`src/rtl/usart_pkg.sv`:
```
// constants, register layouts and state encodings of the serial transceiver
// assumes a 32-bit apb master and a single peripheral clock
package usart_pkg;

	// register byte offsets
	localparam logic [11:0] ADDR_DATA = 12'h000;
	localparam logic [11:0] ADDR_CTRL = 12'h004;
	localparam logic [11:0] ADDR_BAUD = 12'h008;
	localparam logic [11:0] ADDR_STAT = 12'h00C;
	localparam logic [11:0] ADDR_MASK = 12'h010;
	localparam logic [11:0] ADDR_TOUT = 12'h014;

	// control register layout
	typedef struct packed {
		logic [12:0] zero_hi;
		logic [2:0]  rx_thr;
		logic        zero_15;
		logic        brk_send;
		logic        rx_en;
		logic        tx_en;
		logic        flow;
		logic        rs485;
		logic        irda;
		logic        single;
		logic        lin;
		logic        sync;
		logic        msb_first;
		logic        stop2;
		logic        odd;
		logic        par_en;
		logic [1:0]  wlen;
	} ctrl_s;

	// sticky event flags, also the mask layout
	typedef struct packed {
		logic timeout;
		logic rx_thr;
		logic tx_empty;
		logic brk;
		logic overrun;
		logic framing;
		logic parity;
	} flags_s;

	// status word seen by software
	typedef struct packed {
		logic [15:0] zero_hi;
		logic [3:0]  rx_level;
		logic [3:0]  tx_level;
		logic        tx_busy;
		flags_s      flags;
	} stat_s;

	localparam logic [31:0] CTRL_RESET = 32'h0000_3001;
	// bits 18:16 and 14:0 of the control word are writable, the rest read as zero
	localparam logic [31:0] CTRL_WRITABLE = 32'h0007_7FFF;
	localparam logic [15:0] BAUD_RESET = 16'h0001;
	localparam logic [7:0]  TOUT_RESET = 8'h00;

	// word length codes
	localparam logic [1:0] WLEN_7 = 2'h0;
	localparam logic [1:0] WLEN_9 = 2'h2;

	// sample ticks per bit, as last index of a down counter
	localparam logic [3:0] ASYNC_LAST = 4'h F;
	localparam logic [3:0] SYNC_LAST  = 4'h7;
	localparam logic [3:0] ASYNC_HALF = 4'h7;
	localparam logic [3:0] SYNC_HALF  = 4'h3;
	// ir pulse lasts 3 of 16 ticks
	localparam logic [3:0] IRDA_FROM  = 4'hD;
	// lin break length in bit periods, as last index
	localparam logic [3:0] LIN_BREAK_LAST = 4'hC;

	typedef enum logic [5:0] {
		TX_IDLE   = 6'h01,
		TX_START  = 6'h02,
		TX_DATA   = 6'h04,
		TX_PARITY = 6'h08,
		TX_STOP   = 6'h10,
		TX_BREAK  = 6'h20
	} tx_state_e;

	typedef enum logic [4:0] {
		RX_IDLE   = 5'h01,
		RX_START  = 5'h02,
		RX_DATA   = 5'h04,
		RX_PARITY = 5'h08,
		RX_STOP   = 5'h10
	} rx_state_e;

endpackage

```
`src/rtl/usart_core.sv`:
```
// serial transceiver with apb registers, 8-deep queues and one interrupt line
// assumes an apb master on I_MCLK; line pins are asynchronous and are synchronised here
//
// Overview of operation
// - asynchronous framing or synchronous mode with a bit clock on O_SCK
// - fastest bit rate is clock/16 asynchronous, clock/8 synchronous
// - transmitter and receiver run independently at the same time
// - lin mode with break, and single-wire mode sharing the transmit pin
// - character length of seven, eight or nine bits both ways
// - even, odd or no parity; generated on send, checked on receive
// - one or two stop bits after each transmitted character
// - bits sent and assembled lsb first or msb first
// - receiver flags parity error, overrun and missing stop bit
// - with flow control, drive rts and wait for cts before sending
// - infrared pulse encoder on transmit and decoder on receive
// - rs485 driver enable high only while transmitting
// - transmit and receive each have an eight entry queue
// - four interrupt sources: line status, tx empty, rx threshold, timeout
// - readable status register with error and break indications
//
// Design decisions made here: the APB interface to the registers and the register offsets.
`timescale 1ns/1ps

module usart_core
	import usart_pkg::*;
#(
	parameter int FIFO_DEPTH = 8
)(
	// clock and reset
	input  wire logic        I_MCLK,
	input  wire logic        I_RESET,
	// apb slave
	input  wire logic        I_PSEL,
	input  wire logic        I_PENABLE,
	input  wire logic        I_PWRITE,
	input  wire logic [11:0] I_PADDR,
	input  wire logic [31:0] I_PWDATA,
	output logic      [31:0] O_PRDATA,
	output logic             O_PREADY,
	output logic             O_PSLVERR,
	// serial line
	input  wire logic        I_RXD,
	input  wire logic        I_TXD,
	output logic             O_TXD,
	output logic             O_TXD_OE,
	output logic             O_SCK,
	// flow control and line driver
	input  wire logic        I_CTS_N,
	output logic             O_RTS_N,
	output logic             O_DE,
	// interrupt
	output logic             O_IRQ
);

	localparam int PW = $clog2(FIFO_DEPTH);

	generate
		if (FIFO_DEPTH < 2 || FIFO_DEPTH > 8 || (1 << PW) != FIFO_DEPTH) begin : g_bad_depth
			$error("FIFO_DEPTH must be 2, 4 or 8");
		end
	endgenerate

	typedef struct packed {
		logic [2:0]                  rxd_s;
		logic [2:0]                  pin_s;
		logic [2:0]                  cts_s;
		logic                        rx_line;
		logic                        pin_line;
		logic                        cts_n;
		logic [15:0]                 div_cnt;
		ctrl_s                       ctrl;
		logic [15:0]                 baud;
		logic [7:0]                  tout;
		flags_s                      flags;
		flags_s                      mask;
		logic [FIFO_DEPTH-1:0][8:0]  txq;
		logic [PW-1:0]               txq_rd;
		logic [PW-1:0]               txq_wr;
		logic [PW:0]                 txq_n;
		logic [FIFO_DEPTH-1:0][8:0]  rxq;
		logic [PW-1:0]               rxq_rd;
		logic [PW-1:0]               rxq_wr;
		logic [PW:0]                 rxq_n;
		tx_state_e                   tx_st;
		logic [3:0]                  tx_cnt;
		logic [3:0]                  tx_idx;
		logic [8:0]                  tx_data;
		rx_state_e                   rx_st;
		logic [3:0]                  rx_cnt;
		logic [3:0]                  rx_idx;
		logic [8:0]                  rx_data;
		logic [3:0]                  ir_cnt;
		logic [7:0]                  tout_cnt;
		logic                        tout_armed;
		logic [31:0]                 prdata;
		logic                        pready;
		logic                        pslverr;
		logic                        txd;
		logic                        txd_oe;
		logic                        sck;
		logic                        rts_n;
		logic                        de;
		logic                        irq;
	} state_s;

	state_s s;
	state_s next_s;

	function automatic logic [3:0] char_bits(input logic [1:0] wlen);
		if (wlen == WLEN_7) begin
			return 4'h7;
		end else if (wlen == WLEN_9) begin
			return 4'h9;
		end
		return 4'h8;
	endfunction

	function automatic logic [8:0] char_mask(input logic [1:0] wlen);
		if (wlen == WLEN_7) begin
			return 9'h07F;
		end else if (wlen == WLEN_9) begin
			return 9'h1FF;
		end
		return 9'h0FF;
	endfunction

	always_comb begin
		logic        tick;
		logic        access;
		logic        done;
		logic        wr;
		logic        rd;
		logic        hit;
		logic [31:0] rdata;
		logic [3:0]  last;
		logic [3:0]  half;
		logic [3:0]  nbits;
		logic [3:0]  pos;
		logic        rx_raw;
		logic        rx_bit;
		logic        tx_push;
		logic        tx_pop;
		logic        rx_push;
		logic        rx_pop;
		logic        tx_bit;
		logic        busy;
		logic [3:0]  thr;
		flags_s      set;
		flags_s      clr;
		stat_s       stat;

		next_s = s;
		tx_push = 1'b0;
		tx_pop = 1'b0;
		rx_push = 1'b0;
		rx_pop = 1'b0;
		set = '0;
		clr = '0;
		rdata = '0;
		hit = 1'b1;
		tx_bit = 1'b1;

		// three-stage synchronisers, a change counts once stages two and three agree
		next_s.rxd_s = {s.rxd_s[1:0], I_RXD};
		next_s.pin_s = {s.pin_s[1:0], I_TXD};
		next_s.cts_s = {s.cts_s[1:0], I_CTS_N};
		if (s.rxd_s[1] == s.rxd_s[2]) begin
			next_s.rx_line = s.rxd_s[2];
		end
		if (s.pin_s[1] == s.pin_s[2]) begin
			next_s.pin_line = s.pin_s[2];
		end
		if (s.cts_s[1] == s.cts_s[2]) begin
			next_s.cts_n = s.cts_s[2];
		end

		// sample-tick divider; divisor 1 gives one tick per clock
		tick = (s.div_cnt == 16'h0000);
		if (tick) begin
			next_s.div_cnt = (s.baud == 16'h0000) ? 16'h0000 : s.baud - 16'h0001;
		end else begin
			next_s.div_cnt = s.div_cnt - 16'h0001;
		end
		last = s.ctrl.sync ? SYNC_LAST : ASYNC_LAST;
		half = s.ctrl.sync ? SYNC_HALF : ASYNC_HALF;
		nbits = char_bits(s.ctrl.wlen);

		// receive line select and infrared pulse stretcher
		rx_raw = s.ctrl.single ? s.pin_line : s.rx_line;
		if (s.ctrl.irda && rx_raw) begin
			next_s.ir_cnt = ASYNC_LAST;
		end else if (tick && s.ir_cnt != 4'h0) begin
			next_s.ir_cnt = s.ir_cnt - 4'h1;
		end
		rx_bit = s.ctrl.irda ? (!rx_raw && s.ir_cnt == 4'h0) : rx_raw;

		// apb: access phase answered one cycle after it starts
		access = I_PSEL && I_PENABLE;
		done = access && s.pready;
		wr = done && I_PWRITE;
		rd = done && !I_PWRITE;
		stat.zero_hi = '0;
		stat.rx_level = 4'(s.rxq_n);
		stat.tx_level = 4'(s.txq_n);
		stat.tx_busy = (s.tx_st != TX_IDLE);
		stat.flags = s.flags;
		case (I_PADDR)
			ADDR_DATA: rdata = {23'h00_0000, s.rxq[s.rxq_rd]};
			ADDR_CTRL: rdata = s.ctrl;
			ADDR_BAUD: rdata = {16'h0000, s.baud};
			ADDR_STAT: rdata = stat;
			ADDR_MASK: rdata = {25'h000_0000, s.mask};
			ADDR_TOUT: rdata = {24'h00_0000, s.tout};
			default:   hit = 1'b0;
		endcase
		next_s.pready = access && !s.pready;
		next_s.pslverr = access && !s.pready && !hit;
		if (access && !s.pready) begin
			next_s.prdata = (I_PWRITE || !hit) ? 32'h0000_0000 : rdata;
		end
		if (wr && hit) begin
			case (I_PADDR)
				ADDR_DATA: tx_push = (s.txq_n != (PW+1)'(FIFO_DEPTH));
				ADDR_CTRL: next_s.ctrl = ctrl_s'(I_PWDATA & CTRL_WRITABLE);
				ADDR_BAUD: next_s.baud = I_PWDATA[15:0];
				ADDR_STAT: clr = flags_s'(I_PWDATA[6:0]);
				ADDR_MASK: next_s.mask = flags_s'(I_PWDATA[6:0]);
				ADDR_TOUT: next_s.tout = I_PWDATA[7:0];
				default:   next_s.ctrl = s.ctrl;
			endcase
		end
		if (rd && hit && I_PADDR == ADDR_DATA && s.rxq_n != '0) begin
			rx_pop = 1'b1;
			next_s.tout_cnt = 8'h00;
		end

		// transmitter
		if (tick) begin
			if (s.tx_st != TX_IDLE && s.tx_cnt != 4'h0) begin
				next_s.tx_cnt = s.tx_cnt - 4'h1;
			end else begin
				next_s.tx_cnt = last;
				case (s.tx_st)
					TX_IDLE: begin
						if (s.ctrl.lin && s.ctrl.brk_send) begin
							next_s.ctrl.brk_send = 1'b0;
							next_s.tx_st = TX_BREAK;
							next_s.tx_idx = 4'h0;
						end else if (s.ctrl.tx_en && s.txq_n != '0
							&& (!s.ctrl.flow || !s.cts_n)) begin
							tx_pop = 1'b1;
							next_s.tx_data = s.txq[s.txq_rd] & char_mask(s.ctrl.wlen);
							next_s.tx_st = TX_START;
						end
					end
					TX_START: begin
						next_s.tx_st = TX_DATA;
						next_s.tx_idx = 4'h0;
					end
					TX_DATA: begin
						next_s.tx_idx = s.tx_idx + 4'h1;
						if (s.tx_idx == nbits - 4'h1) begin
							next_s.tx_idx = 4'h0;
							next_s.tx_st = s.ctrl.par_en ? TX_PARITY : TX_STOP;
						end
					end
					TX_PARITY: begin
						next_s.tx_st = TX_STOP;
						next_s.tx_idx = 4'h0;
					end
					TX_STOP: begin
						next_s.tx_idx = s.tx_idx + 4'h1;
						if (s.tx_idx == {3'h0, s.ctrl.stop2}) begin
							next_s.tx_st = TX_IDLE;
						end
					end
					TX_BREAK: begin
						next_s.tx_idx = s.tx_idx + 4'h1;
						if (s.tx_idx == LIN_BREAK_LAST) begin
							next_s.tx_st = TX_STOP;
							next_s.tx_idx = 4'h0;
						end
					end
					default: next_s.tx_st = TX_IDLE;
				endcase
			end
		end
		pos = s.ctrl.msb_first ? nbits - 4'h1 - next_s.tx_idx : next_s.tx_idx;
		case (next_s.tx_st)
			TX_START:  tx_bit = 1'b0;
			TX_BREAK:  tx_bit = 1'b0;
			TX_DATA:   tx_bit = next_s.tx_data[pos];
			TX_PARITY: tx_bit = (^next_s.tx_data) ^ s.ctrl.odd;
			default:   tx_bit = 1'b1;
		endcase
		busy = (next_s.tx_st != TX_IDLE);
		if (s.ctrl.irda) begin
			next_s.txd = busy && !tx_bit && next_s.tx_cnt >= IRDA_FROM;
		end else begin
			next_s.txd = tx_bit;
		end
		next_s.txd_oe = !s.ctrl.single || busy;
		next_s.de = s.ctrl.rs485 && busy;
		next_s.sck = s.ctrl.sync && (next_s.tx_st == TX_DATA || next_s.tx_st == TX_PARITY)
			&& next_s.tx_cnt <= half;

		// receiver, independent of the transmitter
		if (s.rx_st == RX_IDLE) begin
			if (tick) begin
				next_s.rx_cnt = (s.rx_cnt == 4'h0) ? last : s.rx_cnt - 4'h1;
				if (s.rx_cnt == 4'h0 && s.rxq_n != '0 && s.tout != 8'h00 && s.tout_armed) begin
					next_s.tout_cnt = s.tout_cnt + 8'h01;
					if (s.tout_cnt + 8'h01 >= s.tout) begin
						set.timeout = 1'b1;
						next_s.tout_armed = 1'b0;
					end
				end
			end
			if (s.ctrl.rx_en && !rx_bit) begin
				next_s.rx_st = RX_START;
				next_s.rx_cnt = half;
				next_s.rx_data = '0;
				next_s.rx_idx = 4'h0;
			end
		end else if (tick) begin
			if (s.rx_cnt != 4'h0) begin
				next_s.rx_cnt = s.rx_cnt - 4'h1;
			end else begin
				next_s.rx_cnt = last;
				pos = s.ctrl.msb_first ? nbits - 4'h1 - s.rx_idx : s.rx_idx;
				case (s.rx_st)
					RX_START: next_s.rx_st = rx_bit ? RX_IDLE : RX_DATA;
					RX_DATA: begin
						next_s.rx_data[pos] = rx_bit;
						next_s.rx_idx = s.rx_idx + 4'h1;
						if (s.rx_idx == nbits - 4'h1) begin
							next_s.rx_st = s.ctrl.par_en ? RX_PARITY : RX_STOP;
						end
					end
					RX_PARITY: begin
						set.parity = ((^s.rx_data) ^ s.ctrl.odd) != rx_bit;
						next_s.rx_st = RX_STOP;
					end
					RX_STOP: begin
						set.framing = !rx_bit;
						set.brk = !rx_bit && s.rx_data == '0;
						if (s.rxq_n == (PW+1)'(FIFO_DEPTH)) begin
							set.overrun = 1'b1;
						end else begin
							rx_push = 1'b1;
						end
						next_s.tout_cnt = 8'h00;
						next_s.tout_armed = 1'b1;
						next_s.rx_st = RX_IDLE;
					end
					default: next_s.rx_st = RX_IDLE;
				endcase
			end
		end

		// queues
		if (tx_push) begin
			next_s.txq[s.txq_wr] = I_PWDATA[8:0];
			next_s.txq_wr = s.txq_wr + PW'(1);
		end
		if (tx_pop) begin
			next_s.txq_rd = s.txq_rd + PW'(1);
		end
		next_s.txq_n = s.txq_n + (PW+1)'(tx_push) - (PW+1)'(tx_pop);
		if (rx_push) begin
			next_s.rxq[s.rxq_wr] = next_s.rx_data;
			next_s.rxq_wr = s.rxq_wr + PW'(1);
		end
		if (rx_pop) begin
			next_s.rxq_rd = s.rxq_rd + PW'(1);
		end
		next_s.rxq_n = s.rxq_n + (PW+1)'(rx_push) - (PW+1)'(rx_pop);
		next_s.rts_n = s.ctrl.flow && next_s.rxq_n == (PW+1)'(FIFO_DEPTH);

		// events; a set in the same cycle as a clear wins
		set.tx_empty = (s.txq_n != '0) && (next_s.txq_n == '0);
		thr = {1'b0, s.ctrl.rx_thr} + 4'h1;
		set.rx_thr = (4'(s.rxq_n) < thr) && (4'(next_s.rxq_n) >= thr);
		next_s.flags = (s.flags & ~clr) | set;
		next_s.irq = |(next_s.flags & next_s.mask);
	end

	always_ff @(posedge I_MCLK) begin
		if (I_RESET) begin
			s <= '0;
			s.rxd_s <= 3'h7;
			s.pin_s <= 3'h7;
			s.cts_s <= 3'h7;
			s.rx_line <= 1'b1;
			s.pin_line <= 1'b1;
			s.cts_n <= 1'b1;
			s.ctrl <= ctrl_s'(CTRL_RESET);
			s.baud <= BAUD_RESET;
			s.tout <= TOUT_RESET;
			s.tx_st <= TX_IDLE;
			s.rx_st <= RX_IDLE;
			s.txd <= 1'b1;
			s.txd_oe <= 1'b1;
		end else begin
			s <= next_s;
		end
	end

	assign O_PRDATA  = s.prdata;
	assign O_PREADY  = s.pready;
	assign O_PSLVERR = s.pslverr;
	assign O_TXD     = s.txd;
	assign O_TXD_OE  = s.txd_oe;
	assign O_SCK     = s.sck;
	assign O_RTS_N   = s.rts_n;
	assign O_DE      = s.de;
	assign O_IRQ     = s.irq;

endmodule

```
`config.mk`:
```
export PLATFORM = sky130hd
export DESIGN_NAME = usart_core
export DESIGN_NICKNAME = d
export VERILOG_FILES = /design/src/rtl/usart_pkg.sv /design/src/rtl/usart_core.sv
export SDC_FILE = /design/constraint.sdc
export NUM_CORES = 1
export LEC_CHECK = 0
export BUFFER_PORTS_ARGS = -buffer_cell sky130_fd_sc_hd__buf_2
export CORE_MARGIN = 8
export CORE_UTILIZATION = 60
export CTS_CLUSTER_SIZE = 30
export DETAILED_ROUTE_END_ITERATION = 6
export PLACE_DENSITY_LB_ADDON = 0.05
export REMOVE_ABC_BUFFERS = 1
export SKIP_CTS_REPAIR_TIMING = 1
export SLEW_MARGIN = 20
export SYNTH_ARGS = -nofsm -noshare
export SYNTH_HDL_FRONTEND = slang
export SYNTH_SLANG_ARGS = --single-unit
```
`constraint.sdc`:
```
create_clock -name I_MCLK -period 6 [get_ports I_MCLK]
set_clock_uncertainty 0.2 [all_clocks]
set_input_delay 0.6 -clock I_MCLK [delete_from_list [all_inputs] [get_ports I_MCLK]]
set_output_delay 0.6 -clock I_MCLK [all_outputs]
set_load 0.005 [all_outputs]
```
# Yosys cells after proc, flatten, opt, wreduce, memory -nomap -nowiden
# Cells that the tools add are included.
# totals
regBits,346
in_bits,52
out_inout_bits,40
wordCells,360
# classes
addsub,20
magnitude_cmp,14
n_eq_ne,39
mux,122
n_bitwise,7
n_reduce_logical,78
# op_table
operator,count
$mux W9,21
$bwmux W72,2
$pmux W19 S6,1
$mux W4,18
$mux W22,3
$bmux W9 S3,2
$demux W9 S3,2
$mux W16,3
$mux W13,3
$mux W39,1
$mux W1,37
$mux W6,6
$pmux W6 S6,1
$logic_and A1 B1 Y1,33
$logic_not A16 Y1,2
$mux W32,1
$sub A16 B1 Y16 const B,2
$mux W7,4
$eq A12 B4 Y1 const B,2
$eq A12 B5 Y1 const B,2
$mux W23,1
$mux W5,4
$pmux W4 S5,1
$reduce_bool A4 Y1,5
68 further kinds,123

# Logic depth before layout (Yosys ltp)
# Gate-level depths: netlist of run 1.
# depth
word_depth,29
depth_mapped,25
mapped_depth_nobuf,23

# Least setup slack after synthesis of run 1
# No wires, ideal clock.
# synth_timing
path_kind,input to register
from,in I_PADDR[7]
to,reg s (netlist bit O_IRQ)
setup_ns,0.125
t_arrival_ns,5.004
t_required_ns,5.675
slack_ns,0.671
path_stages,24
n_path_buf,3
path_cell_list,nor4_1 > nand3_1 > or2_1 > clkbuf_1 > or3_4 > buf_2 > or4_1 > clkbuf_1 > inv_1 > ha_1 > inv_1 > ha_1 > inv_1 > fa_1 > inv_1 > ha_1 > a21o_1 > a21oi_1 > maj3_1 > a211oi_1 > a21oi_1 > o22ai_1 > nor4_1 > o2bb2ai_1
# synth_rtl
item,line_no,source
"start, declared",usart_core.sv:36,"input wire logic [11:0] I_PADDR,"
"end signal, assigned",usart_core.sv:405,s <= next_s;
"end, declared",usart_core.sv:106,state_s s;

==> reports/qor.log, run 1 <==
qor: cells_and_area.num-fill-cells 2392
qor: clock_tree.clockBufferDepth 3
qor: logic_synthesis.mean_instance_size_in_the_synthesized_netlist 8.665 µm²
qor: clock_tree.cts-htree-levels 2
qor: clock_tree.insertion_delay 530 ps
qor: die.starting_density_of_the_core 60.88%
qor: sta.max_slew_margin 30.19%
qor: placement.post_dp_hpwl 31080 µm
qor: run_status.outcome finished clean
qor: critical_path.worstPathCellList inv_1 > ha_1 > nor4b_1 > and4_1 > nand2_2 > or4b_4 > a21oi_4 > inv_2 > ha_1 > inv_1 > ha_1 > inv_1 > fa_1 > inv_1 > ha_1 > a21o_1 > a21oi_1 > maj3_1 > a211oi_1 > a21oi_1 > o22ai_1 > nor4_1 > o2bb2ai_1
qor: power_and_ir_drop.power_per_cell_area 303.8 mW/mm²
qor: sta.period_share 86.58%
qor: critical_path.worstRegToRegCells 23
qor: grt.grt_use_met3 5.257%
qor: routing.via_per_inst 5.891
qor: grt.grt_use_total 26.24%
qor: clock_tree.tritoncts.num_buffers 37
qor: cells_and_area.diodes 0
qor: logic_synthesis.yosys-top-cells-area sky130_fd_sc_hd__dfxtp_1 39%, sky130_fd_sc_hd__mux2i_1 7.3%, sky130_fd_sc_hd__nand2_1 5.9%
qor: routing.drt_pre_antenna_iters 6
qor: critical_path.worst_setup_path_start_kind flop
qor: routing.detailroute.via_count 13790
qor: die.design.die.area 0.03382 mm²
qor: die.fp.dieH 183.9 µm
qor: routing.drt_iter0_drc 1310
qor: sta.timing_max_transition_violations_final 0
qor: sta.timing.final.ws_setup 805.3 ps
qor: logic_synthesis.synth_sequential_area_ratio 39.41%
qor: sta.timing.final.setup_violations 0
qor: power_and_ir_drop.ir_drop 0.2283 mV
qor: logic_synthesis.post-synth-top-count-cell sky130_fd_sc_hd__dfxtp_1
qor: die.fp.coreArea 0.02778 mm²
qor: grt.grt_use_met2 38.71%
qor: die.num_rows 61
qor: routing.drt-wirelength-per-cell 19.19 µm
qor: logic_synthesis.synthesis.area 0.01691 mm²
qor: critical_path.delay_of_the_slowest_critical_path_stage 620 ps
qor: cells_and_area.nets 2047
qor: hold_path.holdPathStages 2
qor: logic_synthesis.number_of_distinct_library_cells_after_synthesis 88
qor: logic_synthesis.synth_edf_count 0
qor: grt.grt_start_max_net_pins 210
qor: cells_and_area.drive_above_1_share 12.07%
qor: sta.timing.fmax 192.5 MHz
qor: clock_tree.tritoncts yes
qor: hold_path.min_path_type in -> reg
qor: sta.post-route-min-period 5195 ps
qor: logic_synthesis.post_synth_inst_count 1952
qor: die.chipWidth 183.9 µm
qor: critical_path.timing_worst_setup_path_type reg -> reg
qor: logic_synthesis.post_synth_most_frequent_cells 333 x sky130_fd_sc_hd__dfxtp_1, 268 x sky130_fd_sc_hd__nand2_1, 254 x sky130_fd_sc_hd__nor2_1, 197 x sky130_fd_sc_hd__a21oi_1, 123 x sky130_fd_sc_hd__mux2i_1
qor: critical_path.reg2reg_setup_slack 810 ps
qor: grt.grt_pass1_wl 71060 µm
qor: critical_path.category_of_the_worst_setup_path_capture_point flop
qor: critical_path.worst-path-stages 23
qor: placement.routabilityCongestion 0.9222
qor: sta.tns 0 ps
qor: critical_path.worstPathArrival 5360 ps
qor: logic_synthesis.ys_ff_latch 333
qor: critical_path.worst_path_dominant_cell_family adder cells
qor: flow_run.maximum_capacitance_violations 0
qor: logic_synthesis.synth_area_leader_cell sky130_fd_sc_hd__dfxtp_1
qor: cells_and_area.multi_input_area 0.009311 mm²
qor: critical_path.timing.critical_path.slowest_stage_cell sky130_fd_sc_hd__or4b_4
qor: clock_tree.clock_tree.root_cell sky130_fd_sc_hd__clkbuf_16
qor: sta.hold_viol_final 0
qor: logic_synthesis.synth_warnings 0
qor: grt.grt_pass1_vias 12840
qor: grt.grt_antenna_before_repair 2
qor: grt.global_routing_s_busiest_layer met2
qor: logic_synthesis.ys_dominant_reg_cell sky130_fd_sc_hd__dfxtp_1
qor: sta.tightestPinTransition 1046 ps
qor: cells_and_area.sequential_cell_area 0.006668 mm²
qor: grt.grt_use_met1 37.91%
qor: power_and_ir_drop.leakagePower 6.950 nW
qor: routing.final_antenna_net_count 0
qor: grt.globalRoute.totalOverflow 0
qor: routing.drt_drc_violations_left 0
qor: critical_path.timing.critical_path.required 6170 ps
qor: critical_path.critical_path.max_fanout 7
qor: clock_tree.clock_pin_slew_on_the_worst_setup_and_hold_paths 60 ps
qor: placement.preCtsSetupSlack 498.5 ps
qor: sta.unrepaired_setup_endpoints_after_global_routing no
qor: die.top_level_ports 92
qor: cells_and_area.synthToLayoutAreaGrowth 8.722%
qor: logic_synthesis.async_reset_ff_share 0%
qor: critical_path.cp.buffers_inverters 5
qor: routing.totalWireLength 44930 µm
qor: clock_tree.tritoncts_num_sinks 333
qor: placement.buffer_ports.inserted 65
qor: logic_synthesis.synth_top_cell_area_share 39.41%
==> sequential cells by signal, summed over array words and instances, names as in the netlist <==
register   cells
O_DE           1
O_IRQ          1
O_PRDATA      19
O_PREADY       1
O_PSLVERR      1
O_RTS_N        1
O_SCK          1
O_TXD          1
O_TXD_OE       1
next_s         6
s            300
==> per-stage QoR <==
stage          hold WS (ps)  util (%)  total power [mW]  cell area, µm²  instances
3_3_place_gp          193.3     61.72             3.312           17150       2277
3_5_place_dp          195.7     61.74             3.334           17150       2277
5_1_grt               52.96     66.19             5.832           18390       2341
6_report              61.78     66.19             5.586           18390       2341
4_1_cts               50.18     66.19             5.614           18390       2341
2_1_floorplan         189.5         -             3.068           16220       1820
==> area by class of cell <==
class,count,area share [%]
multi-input combinational,1421,50.64
sequential,333,36.26
clock buffer,56,6.199
tap,378,2.572
timing repair buffer,79,2.463
inverter,66,1.347
clock inverter,8,0.5239
==> final timing paths <==
kind / to / startpoint
hold reg to reg: next_s[356]$_SDFF_PP1_ / next_s[355]$_SDFF_PP1_
setup / recovery: O_IRQ$_SDFF_PP0_ / s[332]$_SDFF_PP0_
setup reg to reg: O_IRQ$_SDFF_PP0_ / s[332]$_SDFF_PP0_
hold / removal: next_s[352]$_SDFF_PP1_ / I_CTS_N
==> cell families after synthesis <==
| group | Yosys count | share of synthesized area, % |
|---|---|---|
| xor gates and xnor gates | 74 | 3.913 |
| adders and majority gates | 58 | 4.453 |
| muxes | 166 | 12.56 |
| AOI/OAI and AO/OA | 333 | 11.81 |
| other | 1 | 0.02217 |
| buffers and inverters | 210 | 5.837 |
| and+or+nand+nor | 777 | 21.99 |
| DFF | 333 | 39.41 |
==> per-layer routing <==
metal	vias to the layer above	share of wire [%]
li1	6657	-
met1	6590	47
met2	460	43
met3	81	7.8
met4	4	2.7
met5	-	0.065
==> placed cells by master, fill, tap and decap left out, drive strengths merged, types with 12 or more instances in the layout <==
cell	count
dfxtp	333
nand2	270
nor2	255
a21oi	201
mux2i	123
buf	79
inv	67
clkbuf	56
ha	53
nor3	51
xnor2	38
mux4	36
xor2	35
nand3	35
o21ai	32
a22oi	21
nor4	21
and2	17
nor2b	16
nand2b	14
and3	13
conb	13
or3	13
or2	13
a21o	12
==> power breakdown <==
part	switching, mW	internal, mW	leakage (nW)
registers	0.0871	2.30	2.69
clock network	0.896	1.39	0.609
logic	0.553	0.355	3.65
total	1.54	4.05	6.95
Power figures use the tool's default switching activity.
==> inputs of run 2 (changes only) <==
--- a/config.mk
+++ b/config.mk
@@ -5,6 +5,7 @@
 export SDC_FILE = /design/constraint.sdc
 export NUM_CORES = 1
 export LEC_CHECK = 0
+export ABC_AREA = 1
 export BUFFER_PORTS_ARGS = -buffer_cell sky130_fd_sc_hd__buf_2
 export CORE_MARGIN = 8
 export CORE_UTILIZATION = 60
==> run 2 against run 1 <==
Net effect:
- via count grew 18%
- critical path depth grew 3
- global-route usage grew 0.59 points
- sequential power shrank 2%
- area after synthesis grew 6.2%
- critical path type unchanged
- final area grew 4.8%
- wire length grew 8.6%
- flip-flop and latch count is the same
- non-clock buffer count shrank 6
- cell count grew 27%
- first-iteration DRC count grew 0.61%
==> reports/qor.log, run 2 <==
qor: die.fp.dieH 189.0 µm
qor: sta.post-route-min-period 4627 ps
qor: sta.hold_viol_final 0
qor: cells_and_area.diodes 0
qor: die.top_level_ports 92
qor: clock_tree.tritoncts_num_sinks 333
qor: sta.tns 0 ps
qor: power_and_ir_drop.net_switching_power 1.618 mW
qor: run_status.outcome finished clean
qor: routing.detailroute.via_count 16340
qor: sta.period_share 77.12%
qor: sta.tightestPinTransition 1108 ps
qor: power_and_ir_drop.power_per_cell_area 284.5 mW/mm²
qor: logic_synthesis.synth_top_cell_area_share 37.11%
qor: grt.grt_use_total 26.83%
qor: sta.timing.fmax 216.1 MHz
qor: critical_path.critical_path.max_fanout 13
qor: cells_and_area.drive_above_1_share 8.611%
qor: clock_tree.insertion_delay 530 ps
qor: routing.final_antenna_net_count 0
qor: critical_path.worst_setup_path_start_kind flop
qor: clock_tree.tritoncts.num_buffers 37
qor: logic_synthesis.synth_warnings 0
qor: flow_run.maximum_capacitance_violations 0
qor: sta.unrepaired_setup_endpoints_after_global_routing no
qor: logic_synthesis.post_synth_most_frequent_cells 443 x sky130_fd_sc_hd__inv_1, 403 x sky130_fd_sc_hd__nand2_1, 333 x sky130_fd_sc_hd__dfxtp_1, 282 x sky130_fd_sc_hd__a21oi_1, 206 x sky130_fd_sc_hd__nor2_1
qor: die.starting_density_of_the_core 60.78%
qor: logic_synthesis.post-synth-top-count-cell sky130_fd_sc_hd__inv_1
qor: logic_synthesis.synth_area_leader_cell sky130_fd_sc_hd__dfxtp_1
qor: power_and_ir_drop.combinational_power_share 17.0%
qor: grt.grt_start_max_net_pins 180
qor: clock_tree.clockBufferDepth 3
qor: logic_synthesis.post_synth_inst_count 2570
qor: die.chipWidth 189.0 µm
qor: clock_tree.cts-htree-levels 2
qor: die.design.die.area 0.03574 mm²
qor: cells_and_area.layout.cells.most_common_list 442 x sky130_fd_sc_hd__inv_1, 403 x sky130_fd_sc_hd__nand2_1, 333 x sky130_fd_sc_hd__dfxtp_1
qor: critical_path.timing.critical_path.required 6200 ps
qor: sta.timing.final.setup_violations 0
qor: routing.drt_drc_violations_left 0
qor: routing.drt_iter0_drc 1318
qor: logic_synthesis.yosys-top-cells-area sky130_fd_sc_hd__dfxtp_1 37%, sky130_fd_sc_hd__inv_1 9.3%, sky130_fd_sc_hd__nand2_1 8.4%
qor: cells_and_area.largest_register_ff_count 300
qor: critical_path.delay_of_the_slowest_critical_path_stage 530 ps
qor: logic_synthesis.synth_sequential_area_ratio 37.11%
qor: critical_path.timing_worst_setup_path_type reg -> reg
qor: power_and_ir_drop.power_switching_share 29.51%
qor: clock_tree.tritoncts yes
qor: hold_path.holdPathStages 2
qor: clock_tree.clock_pin_slew_on_the_worst_setup_and_hold_paths 60 ps
qor: cells_and_area.max_flop_register s
qor: logic_synthesis.ys_ff_latch 333
qor: cells_and_area.nets 2663
qor: power_and_ir_drop.clock_share_of_power 40.3%
qor: die.num_rows 63
qor: logic_synthesis.synth_edf_count 0
qor: logic_synthesis.mean_instance_size_in_the_synthesized_netlist 6.991 µm²
qor: sta.timing_max_transition_violations_final 0
qor: power_and_ir_drop.power.sequential.fraction 42.6%
qor: sta.max_slew_margin 26.15%
qor: power_and_ir_drop.cellInternalPower 3.866 mW
qor: routing.drt_pre_antenna_iters 6
qor: grt.grt_antenna_before_repair 0
qor: routing.via_per_inst 5.506
qor: cells_and_area.most_common_cell_after_layout_fill_and_taps_aside sky130_fd_sc_hd__inv_1
qor: logic_synthesis.number_of_distinct_library_cells_after_synthesis 54
qor: logic_synthesis.async_reset_ff_share 0%
qor: routing.totalWireLength 48810 µm
qor: hold_path.min_path_type in -> reg
qor: critical_path.timing.critical_path.slowest_stage_cell sky130_fd_sc_hd__fa_1
qor: routing.drt-wirelength-per-cell 16.44 µm
qor: placement.post_dp_hpwl 34580 µm
qor: critical_path.category_of_the_worst_setup_path_capture_point flop
qor: grt.globalRoute.totalOverflow 0
qor: cells_and_area.synthToLayoutAreaGrowth 7.278%
qor: critical_path.worstRegToRegCells 26
qor: power_and_ir_drop.leakagePower 8.705 nW
qor: critical_path.worstPathArrival 4830 ps
qor: logic_synthesis.ys_dominant_reg_cell sky130_fd_sc_hd__dfxtp_1
qor: logic_synthesis.synthesis.area 0.01797 mm²
qor: die.fp.coreArea 0.02956 mm²
qor: grt.grt_pass1_wl 79520 µm
qor: placement.routabilityCongestion 0.9241
qor: sta.worst_hold_slack 66.24 ps
qor: grt.grt_pass1_vias 15330
qor: placement.buffer_ports.inserted 65
qor: power_and_ir_drop.ir_drop 0.2096 mV
qor: clock_tree.clock_tree.root_cell sky130_fd_sc_hd__clkbuf_16
==> run 2: changes by cell type after synthesis, sizes merged, moves of 33 or more <==
| cell | previous run | this run |
|---|---|---|
| inv | 66 | 467 |
| o21ai | 32 | 275 |
| nand2 | 270 | 428 |
| mux2i | 123 | 1 |
| nand3 | 35 | 120 |
| a21oi | 201 | 282 |
| mux4 | 36 | 0 |
| o211ai | 3 | 36 |
==> run 2: through the flow <==
step | utilization, % | cell area [µm²] | cells | setup slack, ps | total power [mW]
3_5_place_dp | 61.27 | 18110 | 2905 | 977.3 | 3.303
4_1_cts | 65.20 | 19270 | 2968 | 1417 | 5.511
5_1_grt | 65.20 | 19270 | 2968 | 973.3 | 5.745
3_3_place_gp | 61.27 | 18110 | 2905 | 1072 | 3.278
2_1_floorplan | - | 17220 | 2442 | 1764 | 3.044
6_report | 65.20 | 19270 | 2968 | 1373 | 5.484
==> run 2: cell type report <==
class	count	area [µm²]
Clock buffer	45	975.9
Clock inverter	18	185.2
Fill cell	2758	10290
Inverter	469	1763
Multi-Input combinational cell	1640	8791
Sequential cell	333	6666
Tap cell	390	488.0
Timing Repair Buffer	73	404.1
==> run 2: final timing paths <==
kind | startpoint | endpoint | slack, ps
worst max-delay path | s[74]$_SDFFE_PP0P_ | O_IRQ$_SDFF_PP0_ | 1370
worst min-delay path | I_RXD | next_s[358]$_SDFF_PP1_ | 70
worst max register to register | s[74]$_SDFFE_PP0P_ | O_IRQ$_SDFF_PP0_ | 1370
worst min register to register | next_s[358]$_SDFF_PP1_ | next_s[359]$_SDFF_PP1_ | 220
==> run 2: worst max-delay path: cells and delay by family (launching register included) <==
family | cells | cell delay [ps]
simple gates | 10 | 1520
flops | 1 | 450
fa+ha+maj | 4 | 1240
buf+inv | 8 | 640
compound gates | 4 | 450
==> run 2: logic make-up after synthesis <==
kind of cell,Yosys count,share of synthesized area [%]
AND/OR/NAND/NOR,848,21.69
flip-flops,333,37.11
buffers and inverters,609,14.21
multiplexers,1,0.05572
AO/OA/AOI/OAI,676,20.59
adder cells (fa/ha/maj),57,4.137
other,1,0.02087
XOR/XNOR,45,2.194
==> run 2: metal layers <==
layer	wire [µm]	vias to the layer above	share of wire, %	global-route usage (%)
li1	-	8227	-	-
met1	21350	7580	44	34.25
met2	23210	445	48	46.20
met3	2871	90	5.9	3.790
met4	1376	0	2.8	8.419
met5	0	-	0	0
==> run 2: power groups by stage <==
| stage | combinational [mW] | sequential (mW) | clock [mW] |
|---|---|---|---|
| final | 0.933 | 2.34 | 2.21 |
| after global routing | 1.06 | 2.35 | 2.34 |
| after CTS | 0.929 | 2.34 | 2.24 |
| after detailed placement | 0.918 | 2.38 | 0 |
| after global placement | 0.896 | 2.38 | 0 |
| after floorplan | 0.666 | 2.38 | 0 |
==> inputs of run 3 (changes only) <==
==> constraint.sdc (replaced) <==
create_clock -name I_MCLK -period 4.3 [get_ports I_MCLK]
set_clock_uncertainty 0.2 [all_clocks]
set_input_delay 0.43 -clock I_MCLK [delete_from_list [all_inputs] [get_ports I_MCLK]]
set_output_delay 0.43 -clock I_MCLK [all_outputs]
set_load 0.005 [all_outputs]
==> run 3 against run 2 <==
Net effect:
- the run now ends with negative hold slack left
- combinational power rose by 61%
- critical path depth rose by 1
- sequential power rose by 39%
- cell count rose by 1.3%
- wire length rose by 3.6%
- worst hold slack got worse by 73 ps
- critical endpoint unchanged
- highest routed layer unchanged
==> reports/qor.log, run 3 (synthesis gave the netlist of run 2 again) <==
qor: power_and_ir_drop.power_per_cell_area 406.5 mW/mm²
qor: placement.placement.cell_area 0.01828 mm²
qor: placement.placedCellCount 2927
qor: critical_path.category_of_the_worst_setup_path_capture_point flop
qor: sta.post-route-min-period 4243 ps
qor: clock_tree.clock_pin_slew_on_the_worst_setup_and_hold_paths 60 ps
qor: die.design.die.area 0.03574 mm²
qor: cells_and_area.synthToLayoutAreaGrowth 9.778%
qor: placement.routabilityCongestion 0.9411
qor: sta.timing_max_transition_violations_final 0
qor: power_and_ir_drop.ir_drop 0.3643 mV
qor: critical_path.critPathMostFrequentCell sky130_fd_sc_hd__nand2_1
qor: clock_tree.clockBufferDepth 3
qor: cells_and_area.most_common_cell_after_layout_fill_and_taps_aside sky130_fd_sc_hd__inv_1
qor: hold_path.destination_of_the_worst_hold_path s[312]$_SDFFE_PP1P_
qor: die.starting_density_of_the_core 60.78%
qor: routing.totalWireLength 50580 µm
qor: die.top_level_ports 92
qor: cells_and_area.num-fill-cells 2640
qor: sta.timing.final.setup_violations 0
qor: sta.worst_hold_slack -7.262 ps
qor: placement.post_dp_hpwl 35840 µm
qor: cells_and_area.diodes 0
qor: clock_tree.insertion_delay 520 ps
qor: routing.drt-wirelength-per-cell 16.82 µm
qor: clock_tree.tritoncts yes
qor: sta.max_slew_margin 31.59%
qor: critical_path.worstSetupStartpoint s[338]$_SDFF_PP0_
qor: critical_path.timing.critical_path.required 4510 ps
qor: clock_tree.clock_tree.root_cell sky130_fd_sc_hd__clkbuf_16
qor: cells_and_area.finished_cell_area 0.01972 mm²
qor: grt.grt_use_met3 3.330%
qor: critical_path.worstPathArrival 4450 ps
qor: critical_path.critical_path.reg2reg.endpoint O_IRQ$_SDFF_PP0_
qor: placement.buffer_ports.inserted 65
qor: routing.final_antenna_net_count 0
qor: run_status.outcome finished, violations left
qor: critical_path.delay_of_the_slowest_critical_path_stage 550 ps
qor: power_and_ir_drop.leakagePower 8.924 nW
qor: critical_path.timing_worst_setup_path_type reg -> reg
qor: cells_and_area.largest_register_ff_count 300
qor: grt.grt_use_met1 36.13%
qor: grt.global_routing_s_busiest_layer met2
qor: clock_tree.cts-htree-levels 2
qor: grt.grt_pass1_vias 15610
qor: critical_path.worstRegToRegCells 27
qor: clock_tree.tritoncts_num_sinks 333
qor: sta.timing.fmax 235.7 MHz
qor: sta.unrepaired_setup_endpoints_after_global_routing yes
qor: critical_path.r2r-start s[338]$_SDFF_PP0_
qor: hold_path.min_path_type in -> reg
qor: grt.grt_antenna_before_repair 0
qor: routing.detailroute.via_count 16700
qor: cells_and_area.layout.cells.most_common_list 438 x sky130_fd_sc_hd__inv_1, 402 x sky130_fd_sc_hd__nand2_1, 329 x sky130_fd_sc_hd__dfxtp_1
qor: sta.tightestPinTransition 1025 ps
qor: critical_path.timing.critical_path.slowest_stage_cell sky130_fd_sc_hd__fa_1
qor: die.chipWidth 189.0 µm
qor: die.fp.dieH 189.0 µm
qor: die.num_rows 63
qor: cells_and_area.max_flop_register s
qor: routing.via_per_inst 5.553
qor: cells_and_area.drive_above_1_share 10.20%
qor: cells_and_area.stdcell_count 3007
qor: grt.grt_start_max_net_pins 94
qor: clock_tree.tritoncts.num_buffers 38
qor: die.fp.coreArea 0.02956 mm²
qor: critical_path.critical_path.max_fanout 5
qor: sta.hold_viol_final 2
qor: power_and_ir_drop.p_total 8.018 mW
qor: flow_run.maximum_capacitance_violations 0
qor: sta.period_share 98.68%
qor: cells_and_area.nets 2701
qor: grt.grt_use_total 27.48%
qor: hold_path.holdPathStages 3
qor: grt.grt_use_met2 46.24%
qor: run_status.failed_checks negative hold slack
qor: hold_path.worst_hold_startpoint I_PWDATA[12]
qor: routing.drt_iter0_drc 1397
qor: critical_path.reg2reg_setup_slack 60 ps
qor: routing.drt_pre_antenna_iters 6
qor: grt.globalRoute.totalOverflow 0
qor: grt.grt_pass1_wl 81030 µm
qor: critical_path.worst_setup_path_start_kind flop
qor: routing.drt_drc_violations_left 0
qor: cells_and_area.final_core_utilization 66.72%
-- run 3: changes by cell type in the layout (fill, tap and decap cells not counted), moves of 4 or more --
| cell | previous run | this run |
|---|---|---|
| sky130_fd_sc_hd__clkinv_2 | 9 | 0 |
| sky130_fd_sc_hd__inv_1 | 442 | 438 |
| sky130_fd_sc_hd__dfxtp_2 | 0 | 4 |
| sky130_fd_sc_hd__clkbuf_8 | 2 | 8 |
| sky130_fd_sc_hd__dfxtp_1 | 333 | 329 |
| sky130_fd_sc_hd__buf_4 | 7 | 41 |
| sky130_fd_sc_hd__clkbuf_1 | 6 | 13 |
-- run 3: power by group --
group          internal [mW]  switching, mW  leakage (nW)
combinational          0.523          0.977          5.63
clock                   1.98           1.27         0.601
sequential              3.18         0.0780          2.69
total                   5.69           2.33          8.92
-- run 3: worst max-delay path by stage --
stage               slack (ps)               end  depth (start not counted)
floorplan                  230  O_IRQ$_SDFF_PP0_                         26
global placement           150  O_IRQ$_SDFF_PP0_                         28
detailed placement           7  O_IRQ$_SDFF_PP0_                         28
CTS                        -50  O_IRQ$_SDFF_PP0_                         28
global route              -200  O_IRQ$_SDFF_PP0_                         28
finish                      60  O_IRQ$_SDFF_PP0_                         27
-- run 3: routing by layer --
metal | routed length [µm] | share of wire, %
met4 | 1596 | 3.2
met5 | 0 | 0
met1 | 22350 | 44
met3 | 3227 | 6.4
met2 | 23410 | 46
-- run 3: worst max-delay path: cells and delay by family, from the launching register on --
kind / cells / cell delay [ps]
flip-flops: 1 / 350
adder cells (fa/ha/maj): 4 / 1160
buffers and inverters: 6 / 380
AND/OR/NAND/NOR: 13 / 1600
AO/OA/AOI/OAI: 4 / 450
-- run 3: final cells by class --
cell class	instances	area, µm²	area share (%)
Timing Repair Buffer	110	689.4	3.496
Clock buffer	60	1135	5.754
Tap cell	390	488.0	2.474
Clock inverter	5	106.4	0.5392
Multi-Input combinational cell	1640	8860	44.92
Sequential cell	333	6671	33.83
Inverter	469	1773	8.989
-- run 3: per-stage QoR --
step	setup slack [ps]	TNS (ps)	hold slack [ps]
global placement	146.4	0	192.1
detailed placement	7.411	0	197.6
finish	56.86	0	-7.262
global route	-198.8	-198.8	4.369
floorplan	234.0	0	189.5
CTS	-52.76	-52.76	-125.9
